==> src/verilog/anpx_defines.svh <==
// Offsets, field positions, reset values for the page-exchange registers.
// Assumes a 32-bit AXI4-Lite bus; byte address is four times the index.
`ifndef ANPX_DEFINES_SVH
`define ANPX_DEFINES_SVH

`define ANPX_IDX_PARTNER_ABILITY 5'h05
`define ANPX_IDX_EXPANSION 5'h06
`define ANPX_IDX_NP_TRANSMIT 5'h07
`define ANPX_IDX_PARTNER_NP 5'h08
`define ANPX_IDX_GIG_CONTROL 5'h09
`define ANPX_IDX_MODE_CONFIG 5'h10
`define ANPX_IDX_PAGE_SELECT 5'h16

`define ANPX_NP_TX_RESET 16'h2001
`define ANPX_NP_TX_WRITE_MASK 16'hB7FF
`define ANPX_NP_TOGGLE_BIT 11
`define ANPX_GIG_CTRL_RESET 3'h3
`define ANPX_MEDIA_MODE_RESET 3'h3

`define ANPX_EXP_PD_FAULT 4
`define ANPX_EXP_PARTNER_NP 3
`define ANPX_EXP_LOCAL_NP 2
`define ANPX_EXP_PAGE_RX 1
`define ANPX_EXP_PARTNER_AN 0

`define ANPX_TEST_NORMAL 3'h0
`define ANPX_TEST_JITTER_MASTER 3'h2
`define ANPX_TEST_JITTER_SLAVE 3'h3

`define ANPX_RESP_OKAY 2'h0
`define ANPX_RESP_SLVERR 2'h2

`endif

==> src/verilog/anpx_pkg.sv <==
// Types shared by the page-exchange register block.
// Assumes the negotiation core drives its events on the same clock.
package anpx_pkg;
	typedef enum logic [1:0] {FM_1000X, FM_SGMII, FM_100FX} anpx_fiber_mode_e;

	typedef struct packed {
		logic page_rx;
		logic base_page;
		logic [15:0] rx_word;
		logic link_fail;
		logic np_sent;
		logic partner_an_able;
		logic partner_np_able;
		logic pd_fault;
	} anpx_media_in_s;

	typedef struct packed {
		logic sw_reset;
		logic an_restart;
		logic power_up_exit;
	} anpx_ctrl_in_s;

	typedef struct packed {
		logic loaded;
		logic [15:0] word;
	} anpx_np_out_s;

	typedef struct packed {
		logic [2:0] test_mode;
		logic tx_clk_from_rx;
		logic ms_manual;
		logic ms_master;
		logic port_master;
	} anpx_gig_out_s;
endpackage

==> src/verilog/anpx_regs.sv <==
// Page-exchange register bank behind an AXI4-Lite slave.
// Assumes core event inputs are synchronous to aclk, one-cycle pulses.
// Function
// [RULE1] Fiber pause field reports received bits 8:7
// [RULE2] Fiber bits 6,5 give partner duplex ability
// [RULE3] Copper parallel-detect fault bit latches high
// [RULE4] Software ignores expansion until negotiation completes
// [RULE5] Expansion bit 2 always reads one
// [RULE6] Page-received bit latches until cleared
// [RULE7] Bits 0,3 show partner negotiation, next-page
// [RULE8] Fiber expansion bits meaningless in SGMII/100FX
// [RULE9] Next-page write sets page-loaded flag
// [RULE10] Link failure clears next-page transmit register
// [RULE11] Next-page transmit fields and reset values
// [RULE12] Partner next-page copies received word
// [RULE13] Copper next-page valid for modes 1,2,3,5
// [RULE14] Fiber next-page valid for modes 3,7
// [RULE15] Gigabit bits 15:13 select test mode
// [RULE16] Jitter tests take transmit clock from receive
// [RULE17] Negotiation restart clears test mode
// [RULE18] Software resets after leaving test mode
// [RULE19] Bit 12 manual, bit 11 master value
// [RULE20] Master/slave writes apply on listed events
// [RULE21] Port-type bit ignored under manual configuration
// [RULE22] Reserved expansion bits read zero
// [RULE23] Latched bits clear on read, set wins
// [RULE24] Toggle bit flips per sent next page; not flipped when a next-page write lands in the same cycle
//
// The AXI4-Lite interface to the registers was left to the implementer.
`timescale 1ns/100ps
`include "anpx_defines.svh"

module anpx_regs #(
	parameter int ADDR_W = 8
) (
	input wire logic aclk,
	input wire logic aresetn,
	input wire logic [ADDR_W-1:0] s_axi_awaddr,
	input wire logic s_axi_awvalid,
	output logic s_axi_awready,
	input wire logic [31:0] s_axi_wdata,
	input wire logic [3:0] s_axi_wstrb,
	input wire logic s_axi_wvalid,
	output logic s_axi_wready,
	output logic [1:0] s_axi_bresp,
	output logic s_axi_bvalid,
	input wire logic s_axi_bready,
	input wire logic [ADDR_W-1:0] s_axi_araddr,
	input wire logic s_axi_arvalid,
	output logic s_axi_arready,
	output logic [31:0] s_axi_rdata,
	output logic [1:0] s_axi_rresp,
	output logic s_axi_rvalid,
	input wire logic s_axi_rready,
	input wire anpx_pkg::anpx_media_in_s copper_in,
	input wire anpx_pkg::anpx_media_in_s fiber_in,
	input wire anpx_pkg::anpx_ctrl_in_s ctrl_in,
	output anpx_pkg::anpx_np_out_s copper_np_out,
	output anpx_pkg::anpx_np_out_s fiber_np_out,
	output anpx_pkg::anpx_gig_out_s gig_out
);

	// Index 0 is copper, 1 is fiber
	anpx_pkg::anpx_media_in_s media [2];
	logic [15:0] np_tx_r [2];
	logic np_loaded_r [2];
	logic [15:0] partner_np_r [2];
	logic page_rx_r [2];
	logic partner_an_r [2];
	logic partner_np_able_r [2];
	logic pd_fault_r;
	logic [15:0] fx_ability_r;
	logic [5:0] gig_ctrl_r;
	logic [2:0] media_mode_r;
	anpx_pkg::anpx_fiber_mode_e fiber_mode_r;
	logic page_r;

	logic [ADDR_W-1:0] awaddr_r;
	logic aw_held_r;
	logic [15:0] wdata_r;
	logic [1:0] wstrb_r;
	logic w_held_r;
	logic do_write;
	logic do_read;
	logic [4:0] wr_idx;
	logic [4:0] rd_idx;
	logic [15:0] rd_data;
	logic rd_hit;
	logic [15:0] wr_val;
	logic clr_on_read [2];
	logic cu_np_valid;
	logic fx_np_valid;
	logic np_wr [2];
	logic gig_apply;

	assign media[0] = copper_in;
	assign media[1] = fiber_in;

	function automatic logic cu_valid(input logic [2:0] mode);
		cu_valid = (mode == 3'h1) || (mode == 3'h2) || (mode == 3'h3) || (mode == 3'h5);
	endfunction

	function automatic logic fx_valid(input logic [2:0] mode);
		fx_valid = (mode == 3'h3) || (mode == 3'h7);
	endfunction

	function automatic logic [4:0] reg_index(input logic [ADDR_W-1:0] addr);
		reg_index = addr[6:2];
	endfunction

	function automatic logic in_map(input logic [ADDR_W-1:0] addr);
		in_map = (addr[1:0] == 2'h0) && (addr[ADDR_W-1:2] < 32);
	endfunction

	assign cu_np_valid = cu_valid(media_mode_r); // [RULE13]
	assign fx_np_valid = fx_valid(media_mode_r); // [RULE14]

	// Write channel: address and data taken in either order
	assign do_write = aw_held_r && w_held_r && !s_axi_bvalid;
	assign wr_idx = reg_index(awaddr_r);
	assign wr_val = {wstrb_r[1] ? wdata_r[15:8] : 8'h00, wstrb_r[0] ? wdata_r[7:0] : 8'h00};

	always_ff @(posedge aclk) begin
		if (!aresetn) begin
			aw_held_r <= 1'b0;
			w_held_r <= 1'b0;
			awaddr_r <= '0;
			wdata_r <= 16'h0000;
			wstrb_r <= 2'h0;
			s_axi_awready <= 1'b0;
			s_axi_wready <= 1'b0;
			s_axi_bvalid <= 1'b0;
			s_axi_bresp <= `ANPX_RESP_OKAY;
		end else begin
			s_axi_awready <= !aw_held_r && !(s_axi_awvalid && s_axi_awready);
			s_axi_wready <= !w_held_r && !(s_axi_wvalid && s_axi_wready);
			if (s_axi_awvalid && s_axi_awready) begin
				aw_held_r <= 1'b1;
				awaddr_r <= s_axi_awaddr;
			end
			if (s_axi_wvalid && s_axi_wready) begin
				w_held_r <= 1'b1;
				wdata_r <= s_axi_wdata[15:0];
				wstrb_r <= s_axi_wstrb[1:0];
			end
			if (do_write) begin
				aw_held_r <= 1'b0;
				w_held_r <= 1'b0;
				s_axi_bvalid <= 1'b1;
				s_axi_bresp <= in_map(awaddr_r) ? `ANPX_RESP_OKAY : `ANPX_RESP_SLVERR;
			end else if (s_axi_bvalid && s_axi_bready) begin
				s_axi_bvalid <= 1'b0;
			end
		end
	end

	// Write-only strobes decoded from the held address
	always_comb begin
		np_wr[0] = 1'b0;
		np_wr[1] = 1'b0;
		if (do_write && in_map(awaddr_r) && wr_idx == `ANPX_IDX_NP_TRANSMIT) begin
			if (!page_r) begin
				np_wr[0] = cu_np_valid;
			end else begin
				np_wr[1] = fx_np_valid;
			end
		end
	end

	// Read channel: one read at a time, data one cycle after address
	assign do_read = s_axi_arvalid && s_axi_arready;
	assign rd_idx = reg_index(s_axi_araddr);

	always_comb begin
		rd_data = 16'h0000;
		rd_hit = in_map(s_axi_araddr);
		if (rd_idx == `ANPX_IDX_PARTNER_ABILITY) begin
			if (page_r && fiber_mode_r == anpx_pkg::FM_1000X) begin
				rd_data = {fx_ability_r[15:5], 5'h00}; // [RULE1] [RULE2]
			end else if (page_r && fiber_mode_r == anpx_pkg::FM_SGMII) begin
				rd_data = {fx_ability_r[15:9], 9'h000}; // [RULE1] [RULE2]
			end
		end else if (rd_idx == `ANPX_IDX_EXPANSION) begin
			if (!page_r) begin
				rd_data[`ANPX_EXP_PD_FAULT] = pd_fault_r; // [RULE3]
				rd_data[`ANPX_EXP_PARTNER_NP] = partner_np_able_r[0]; // [RULE7]
				rd_data[`ANPX_EXP_LOCAL_NP] = 1'b1; // [RULE5]
				rd_data[`ANPX_EXP_PAGE_RX] = page_rx_r[0]; // [RULE6]
				rd_data[`ANPX_EXP_PARTNER_AN] = partner_an_r[0]; // [RULE7]
			end else begin
				rd_data[`ANPX_EXP_LOCAL_NP] = 1'b1; // [RULE5]
				rd_data[`ANPX_EXP_PAGE_RX] = page_rx_r[1]; // [RULE6]
				if (fiber_mode_r == anpx_pkg::FM_1000X) begin
					rd_data[`ANPX_EXP_PARTNER_NP] = partner_np_able_r[1]; // [RULE8]
					rd_data[`ANPX_EXP_PARTNER_AN] = partner_an_r[1]; // [RULE8]
				end
			end
			// Upper bits stay zero [RULE22]
		end else if (rd_idx == `ANPX_IDX_NP_TRANSMIT) begin
			if (!page_r && cu_np_valid) begin
				rd_data = np_tx_r[0]; // [RULE13]
			end else if (page_r && fx_np_valid) begin
				rd_data = np_tx_r[1]; // [RULE14]
			end
		end else if (rd_idx == `ANPX_IDX_PARTNER_NP) begin
			if (!page_r && cu_np_valid) begin
				rd_data = partner_np_r[0]; // [RULE13]
			end else if (page_r && fx_np_valid) begin
				rd_data = partner_np_r[1]; // [RULE14]
			end
		end else if (rd_idx == `ANPX_IDX_GIG_CONTROL) begin
			if (!page_r) begin
				rd_data = {gig_ctrl_r, 10'h000};
			end
		end else if (rd_idx == `ANPX_IDX_MODE_CONFIG) begin
			rd_data = {10'h000, 2'(fiber_mode_r), 1'b0, media_mode_r};
		end else if (rd_idx == `ANPX_IDX_PAGE_SELECT) begin
			rd_data = {15'h0000, page_r};
		end
	end

	// Latched flags of the page being read clear as they are returned
	assign clr_on_read[0] = do_read && rd_hit && !page_r && rd_idx == `ANPX_IDX_EXPANSION;
	assign clr_on_read[1] = do_read && rd_hit && page_r && rd_idx == `ANPX_IDX_EXPANSION;

	always_ff @(posedge aclk) begin
		if (!aresetn) begin
			s_axi_arready <= 1'b0;
			s_axi_rvalid <= 1'b0;
			s_axi_rdata <= 32'h0000_0000;
			s_axi_rresp <= `ANPX_RESP_OKAY;
		end else begin
			s_axi_arready <= !s_axi_rvalid && !do_read;
			if (do_read) begin
				s_axi_rvalid <= 1'b1;
				s_axi_rdata <= {16'h0000, rd_data};
				s_axi_rresp <= rd_hit ? `ANPX_RESP_OKAY : `ANPX_RESP_SLVERR;
			end else if (s_axi_rvalid && s_axi_rready) begin
				s_axi_rvalid <= 1'b0;
			end
		end
	end

	// Page select and media mode configuration
	always_ff @(posedge aclk) begin
		if (!aresetn) begin
			page_r <= 1'b0;
			media_mode_r <= `ANPX_MEDIA_MODE_RESET;
			fiber_mode_r <= anpx_pkg::FM_1000X;
		end else if (do_write && in_map(awaddr_r)) begin
			if (wr_idx == `ANPX_IDX_PAGE_SELECT) begin
				page_r <= wr_val[0];
			end else if (wr_idx == `ANPX_IDX_MODE_CONFIG) begin
				media_mode_r <= wr_val[2:0];
				// Unused encoding falls back to 1000BASE-X
				if (wr_val[5:4] == 2'h1) begin
					fiber_mode_r <= anpx_pkg::FM_SGMII;
				end else if (wr_val[5:4] == 2'h2) begin
					fiber_mode_r <= anpx_pkg::FM_100FX;
				end else begin
					fiber_mode_r <= anpx_pkg::FM_1000X;
				end
			end
		end
	end

	// Next-page transmit, loaded flag and toggle per media
	always_ff @(posedge aclk) begin
		for (int m = 0; m < 2; m++) begin
			if (!aresetn) begin
				np_tx_r[m] <= `ANPX_NP_TX_RESET; // [RULE11]
				np_loaded_r[m] <= 1'b0;
			end else if (ctrl_in.sw_reset) begin
				np_tx_r[m] <= `ANPX_NP_TX_RESET; // [RULE11]
				np_loaded_r[m] <= 1'b0;
			end else if (media[m].link_fail) begin
				// Link loss beats a same-cycle write
				np_tx_r[m] <= 16'h0000; // [RULE10]
				np_loaded_r[m] <= 1'b0;
			end else begin
				if (np_wr[m]) begin
					np_tx_r[m] <= (wr_val & `ANPX_NP_TX_WRITE_MASK)
						| (np_tx_r[m] & ~`ANPX_NP_TX_WRITE_MASK); // [RULE11]
					np_loaded_r[m] <= 1'b1; // [RULE9]
				end else if (media[m].np_sent) begin
					np_loaded_r[m] <= 1'b0;
				end
				if (media[m].np_sent && !np_wr[m]) begin
					np_tx_r[m][`ANPX_NP_TOGGLE_BIT] <= !np_tx_r[m][`ANPX_NP_TOGGLE_BIT]; // [RULE24]
				end
			end
		end
	end

	// Received words and latched status
	always_ff @(posedge aclk) begin
		for (int m = 0; m < 2; m++) begin
			if (!aresetn || ctrl_in.sw_reset) begin
				partner_np_r[m] <= 16'h0000; // [RULE12]
				page_rx_r[m] <= 1'b0;
				partner_an_r[m] <= 1'b0;
				partner_np_able_r[m] <= 1'b0;
			end else begin
				if (media[m].page_rx && !media[m].base_page) begin
					partner_np_r[m] <= media[m].rx_word; // [RULE12]
				end
				partner_an_r[m] <= media[m].partner_an_able; // [RULE7]
				partner_np_able_r[m] <= media[m].partner_np_able; // [RULE7]
				// 100BASE-FX pages never raise the fiber flag
				if (media[m].page_rx && !(m == 1 && fiber_mode_r == anpx_pkg::FM_100FX)) begin
					page_rx_r[m] <= 1'b1; // [RULE6] [RULE23]
				end else if (clr_on_read[m]) begin
					page_rx_r[m] <= 1'b0; // [RULE23]
				end
			end
		end
	end

	always_ff @(posedge aclk) begin
		if (!aresetn || ctrl_in.sw_reset) begin
			pd_fault_r <= 1'b0;
			fx_ability_r <= 16'h0000;
		end else begin
			if (copper_in.pd_fault) begin
				pd_fault_r <= 1'b1; // [RULE3] [RULE23]
			end else if (clr_on_read[0]) begin
				pd_fault_r <= 1'b0; // [RULE23]
			end
			if (fiber_in.page_rx && fiber_in.base_page) begin
				fx_ability_r <= fiber_in.rx_word; // [RULE1] [RULE2]
			end
		end
	end

	// Gigabit control: stored bits, master/slave bits applied on trigger events
	assign gig_apply = ctrl_in.sw_reset || ctrl_in.an_restart
		|| ctrl_in.power_up_exit || copper_in.link_fail; // [RULE20]

	always_ff @(posedge aclk) begin
		if (!aresetn) begin
			gig_ctrl_r <= {`ANPX_TEST_NORMAL, `ANPX_GIG_CTRL_RESET};
		end else begin
			if (do_write && in_map(awaddr_r) && !page_r && wr_idx == `ANPX_IDX_GIG_CONTROL) begin
				gig_ctrl_r <= wr_val[15:10]; // [RULE15] [RULE19]
			end
			// Restart wins over a same-cycle test mode write
			if (ctrl_in.an_restart) begin
				gig_ctrl_r[5:3] <= `ANPX_TEST_NORMAL; // [RULE17]
			end
		end
	end

	always_ff @(posedge aclk) begin
		if (!aresetn) begin
			gig_out.ms_manual <= 1'b0;
			gig_out.ms_master <= 1'b1;
			gig_out.port_master <= 1'b1;
		end else if (gig_apply) begin
			gig_out.ms_manual <= gig_ctrl_r[2]; // [RULE19] [RULE20]
			gig_out.ms_master <= gig_ctrl_r[1]; // [RULE19] [RULE20]
			// Manual setting overrides the port preference
			gig_out.port_master <= gig_ctrl_r[2] ? gig_ctrl_r[1] : gig_ctrl_r[0]; // [RULE21]
		end
	end

	// Test mode acts at once; software resets after leaving it
	always_ff @(posedge aclk) begin
		if (!aresetn) begin
			gig_out.test_mode <= `ANPX_TEST_NORMAL;
			gig_out.tx_clk_from_rx <= 1'b0;
		end else begin
			gig_out.test_mode <= gig_ctrl_r[5:3]; // [RULE15] [RULE18]
			gig_out.tx_clk_from_rx <= (gig_ctrl_r[5:3] == `ANPX_TEST_JITTER_MASTER)
				|| (gig_ctrl_r[5:3] == `ANPX_TEST_JITTER_SLAVE); // [RULE16]
		end
	end

	// Core-facing next-page outputs, loaded flags gated by media validity
	always_ff @(posedge aclk) begin
		if (!aresetn) begin
			copper_np_out <= '0;
			fiber_np_out <= '0;
		end else begin
			copper_np_out.word <= np_tx_r[0];
			copper_np_out.loaded <= np_loaded_r[0] && cu_np_valid; // [RULE13]
			fiber_np_out.word <= np_tx_r[1];
			fiber_np_out.loaded <= np_loaded_r[1] && fx_np_valid; // [RULE14]
		end
	end

endmodule

==> config.mk <==
export PLATFORM = sky130hd
export DESIGN_NAME = anpx_regs
export DESIGN_NICKNAME = d
export VERILOG_FILES = /design/src/verilog/anpx_pkg.sv /design/src/verilog/anpx_regs.sv
export VERILOG_INCLUDE_DIRS = /design/src /design/src/verilog
export SDC_FILE = /design/constraint.sdc
export NUM_CORES = 1
export LEC_CHECK = 0
export ABC_CLOCK_PERIOD_IN_PS = 6600
export BUFFER_PORTS_ARGS = -buffer_cell sky130_fd_sc_hd__buf_2
export CAP_MARGIN = 20
export CORE_MARGIN = 3
export CORE_UTILIZATION = 50
export DETAILED_ROUTE_END_ITERATION = 10
export PLACE_DENSITY = 0.87
export SYNTH_ARGS = -nofsm -noshare
export SYNTH_HDL_FRONTEND = slang
export SYNTH_SLANG_ARGS = --single-unit
==> constraint.sdc <==
create_clock -name aclk -period 6.6 [get_ports aclk]
set_clock_uncertainty 0.15 [all_clocks]
set_input_delay 1.32 -clock aclk [delete_from_list [all_inputs] [get_ports aclk]]
set_output_delay 1.32 -clock aclk [all_outputs]
set_load 0.02 [all_outputs]
After elaboration in Yosys (flattened, before gate mapping)
Memories as Yosys holds them, arrays and structs flattened.
Cells that the tools add are included.
{ "word_totals": {"output_inout_bits": 82, "memories": 6, "inputBits": 108, "ff_bits": 123, "word_cells": 285, "ram_bits": 72} }
{ "op_classes": {"mux": 128, "reduce_logical": 68, "eq_ne": 22, "bitwise": 30, "n_lt_le_gt_ge": 2} }
{ "memory_table": {"columns": ["name", "words", "word_bits", "read_ports", "rd_clocked_by_memory_dff", "wr", "line", "rtl"], "rows": [
  ["np_tx_r", 2, 16, 2, 0, 2, "anpx_regs.sv:65", "logic [15:0] np_tx_r [2];"],
  ["partner_np_r", 2, 16, 2, 0, 2, "anpx_regs.sv:67", "logic [15:0] partner_np_r [2];"],
  ["np_loaded_r", 2, 1, 2, 0, 2, "anpx_regs.sv:66", "logic np_loaded_r [2];"],
  ["page_rx_r", 2, 1, 2, 0, 2, "anpx_regs.sv:68", "logic page_rx_r [2];"],
  ["partner_an_r", 2, 1, 2, 0, 2, "anpx_regs.sv:69", "logic partner_an_r [2];"],
  ["partner_np_able_r", 2, 1, 2, 0, 2, "anpx_regs.sv:70", "logic partner_np_able_r [2];"]
]} }
{ "op_table": {"columns": ["op", "n"], "rows": [
  ["2-to-1 mux 16 bit", 20],
  ["2-to-1 mux 1 bit", 98],
  ["logical AND 1 bit", 33],
  ["bitwise OR 16 x 15 -> 16 bit", 2],
  ["bitwise OR 1 bit", 26],
  ["== test 5 x 3 -> 1 bit (second input constant)", 4],
  ["== test 5 bit (second input constant)", 4],
  ["logical NOT 1 bit", 16],
  ["2-to-1 mux 8 bit", 2],
  ["== test 5 x 4 -> 1 bit (second input constant)", 3],
  ["== test 3 x 2 -> 1 bit (second input constant)", 4],
  ["< comparator 6 bit (second input constant)", 2],
  ["2-to-1 mux 11 bit", 1],
  ["2-to-1 mux 2 bit", 5],
  ["logical OR 1 bit", 9],
  ["== test 3 bit (second input constant)", 2],
  ["logical NOT 2 bit", 3],
  ["nonzero test 2 bit", 3],
  ["2-to-1 mux 5 bit", 1],
  ["== test 2 x 1 -> 1 bit (second input constant)", 2],
  ["== test 2 bit (second input constant)", 2],
  ["2-to-1 mux 4 bit", 1],
  ["OR reduction 2 bit", 2],
  ["== test 3 x 1 -> 1 bit (second input constant)", 1],
  ["3 further kinds", 4]
]} }

Logic depth before layout (Yosys ltp)
{ "logic_depth": {"ltp_word": 14, "depth_mapped": 8, "ltp_nobuf": 6} }

Worst setup path before layout
OpenSTA, ideal clock, no wires.
{ "synth_timing": {"kind": "in2reg", "from": "input ctrl_in[2] (netlist bit)", "to": "memory np_tx_r[1][11] (enable)", "path_slack_ps": 3730, "required_time_ps": 6201, "arrival_time_ps": 2471, "n_path_buf": 1, "setup_time_ps": 249, "path_stages": 5, "cell_sequence": "nand2b_1 > clkbuf_1 > nor2_1 > nand2_1 > or2_2"} }
{ "synth_lines": {"columns": ["item", "line", "rtl"], "rows": [
  ["start: declaration", "anpx_regs.sv:57", "input wire anpx_pkg::anpx_ctrl_in_s ctrl_in,"],
  ["end: declaration", "anpx_regs.sv:65", null]
]} }

==> metrics.yaml <==
grt:
  grt_use_total_pct: 23.4
  grt_antenna_before_repair: 1
  grt_pass1_wl_mm: 30.0
  grt_pass1_vias: 5767
  grt_overflow_total: 0
  grt_max_degree: 103
clock_tree:
  cts.sinks: 184
  clockBufferDepth: 2
  h-tree-depth: 4
  cts-buffers-inserted: 17
  postCtsHoldBufs: 0
  cts_tree: "done"
  cts_repair_resize_count: 0
  clk_transition_reported_paths_ns: 0.07
  clkLatencyLatePin_ns: 0.43
  post_cts_buffers: 0
  root_buffer: "clkbuf_16"
sta:
  rsz0062_at_grt: "no"
  max-slew-margin-rel_pct: 33.6
  slew_violations: 0
  min_period_ns: 3.64
  hold_slack_ns: 0.302
  tightest_slew_ns: 0.982
  final.period_utilization_pct: 55.2
  clock.fmax_mhz: 275
  fin_setup_tns_ns: 0
  setup_viol: 0
  fin_ws_ns: 2.96
  final_hold_viol_count: 0
layout:
  syn2layout_area_growth_pct: 17.1
  seq_area_um2: 4330
  diodes: 0
  multi_input_area_um2: 2960
  drive_gt1_share_pct: 22.0
  fin_nets: 989
  fillers: 1202
placed_design:
  place_ws_ns: 2.56
  portBuffers: 150
  hpwl_mm: 14.1
  routabilityCongestion: 0.874
floorplanning:
  die_x_um: 129
  dieArea_um2: 16700
  rows: 44
  fp.coreArea_um2: 14700
  io_pins: 190
  die_h_um: 129
  start_util_pct: 51.6
synth:
  synth_top_area_share_pct: 31.4
  ys_ff_latch: 184
  yosysUniqueCellTypes: 60
  yosys-top-cells-count: "dfxtp_1 (119), nand2_1 (114), and2_1 (79)"
  synth.yosys.seq_area_share_pct: 57.1
  async_reset_ff_share_pct: 0
  synth_edf_count: 65
  synth.area.top_cells: "dfxtp_1 (31%), edfxtp_1 (26%), and2_1 (6.5%)"
  synth_top_area_cell: "dfxtp_1"
  yosys_most_used_dff: "dfxtp_1"
  netlist_area_um2: 7590
  yosysMostFrequentCell: "dfxtp_1"
  syn_avg_cell_area_um2: 10.1
  yosys_warnings: 0
  synthCells: 754
route:
  post_drt_wl_per_cell_um: 18.4
  post-route-drc-count: 0
  route.vias.total: 6144
  viasPerCell: 5.70
  drt-initial-drc-count: 589
  ant_nets: 0
  wl_mm: 19.8
  drtPass1Iterations: 5
status:
  status: "completed"
setup_path:
  endpoint_kind: "register"
  cp_max_fo: 102
  crit_type: "primary input to register"
  cp-start-kind: "primary input"
  required_ns: 6.45
  cp.arrival_ns: 3.49
power_and_ir_drop:
  p_per_area_nw_per_um2: 269
  power_mw: 2.39
  ir_worst_vdd_mv: 0.232
  leakagePower_nw: 3.70
hold_path:
  worstHoldPathType: "register to register"
job:
  drv_cap: 0
-- cell type report --
type,count,area share (%)
Multi-Input combinational cell,521,33.3
Timing Repair Buffer,153,8.70
Tap cell,184,2.59
Inverter,4,0.169
Clock inverter,15,1.72
Sequential cell,184,48.8
Clock buffer,17,4.79
-- power by group --
group	switching, mW	internal [mW]
clock network	0.477	0.505
logic	0.108	0.0587
registers	0.0240	1.21
-- sequential cells by signal (all words and copies together), names as in the netlist, 8 cells and up --
name           cells
s_axi_rdata       16
copper_np_out     16
wdata_r           16
np_tx_r           30
partner_np_r      32
awaddr_r           8
fiber_np_out      16
fx_ability_r      11
-- final timing paths --
kind	start	endpoint	slack, ns	cells after the start
max reg2reg	page_r	np_tx_r[1][11]	3.97	4
min reg2reg	s_axi_rvalid	s_axi_arready	0.30	1
max	aresetn	partner_np_r[1][0]	2.96	4
min	s_axi_rvalid	s_axi_arready	0.30	1
-- layout by cell type, fill, tap and decap left out, types with 3 or more instances in the layout --
| master | Yosys | routed |
|---|---|---|
| o22ai_1 | 5 | 5 |
| inv_6 | 0 | 4 |
| inv_8 | 0 | 4 |
| nand4_1 | 4 | 4 |
| o21ai_0 | 25 | 25 |
| a22oi_1 | 17 | 17 |
| clkinv_4 | 0 | 3 |
| nor3b_1 | 4 | 4 |
| nor3_1 | 11 | 11 |
| buf_4 | 22 | 3 |
| o22a_1 | 4 | 4 |
| a32o_1 | 3 | 3 |
| a22o_1 | 7 | 7 |
| a221oi_1 | 7 | 7 |
| nand2b_1 | 8 | 8 |
| dfxtp_1 | 119 | 119 |
| a21oi_1 | 39 | 39 |
| edfxtp_1 | 65 | 65 |
| and2_1 | 79 | 79 |
| conb_1 | 1 | 20 |
| nand3b_1 | 6 | 6 |
| and3_1 | 12 | 12 |
| mux2i_1 | 7 | 7 |
| inv_1 | 3 | 3 |
| buf_2 | 4 | 150 |
| clkbuf_16 | 0 | 17 |
| nor2_1 | 42 | 42 |
| nor2b_1 | 12 | 12 |
| a21boi_0 | 30 | 30 |
| nand2_1 | 114 | 114 |
| nand3_1 | 27 | 27 |
-- worst max-delay path: stages --
cell and delay (ns):
buf_2 0.09, buf_4 0.66, nor2b_1 0.72, nand2_1 0.67
-- stage by stage --
| step | instances | utilization [%] | area (µm²) |
|---|---|---|---|
| floorplan | 773 | - | 7660 |
| global placement | 1046 | 56.5 | 8310 |
| detailed placement | 1046 | 56.5 | 8310 |
| CTS | 1078 | 60.5 | 8890 |
| global route | 1078 | 60.5 | 8890 |
| finish | 1078 | 60.5 | 8890 |
-- metal layers --
layer | track usage [%] | up-vias | wire length, µm
li1 | - | 2849 | -
met1 | 31.2 | 2850 | 7840
met2 | 35.2 | 375 | 9000
met3 | 5.65 | 68 | 1960
met4 | 12.7 | 2 | 987
met5 | 0 | - | 10
-- logic make-up (layout without fill, tap and decap cells) --
group           Yosys count  after routing  synth area share, %
simple gates            336            336                 22.8
flops                   184            184                 57.1
compound gates          156            156                 14.0
buf+inv                  68            189                 4.83
mux                       8              8                 1.07
other cells               1             20               0.0494
xor+xnor                  1              1                0.115
No activity file was read; power rests on OpenSTA's default activity.
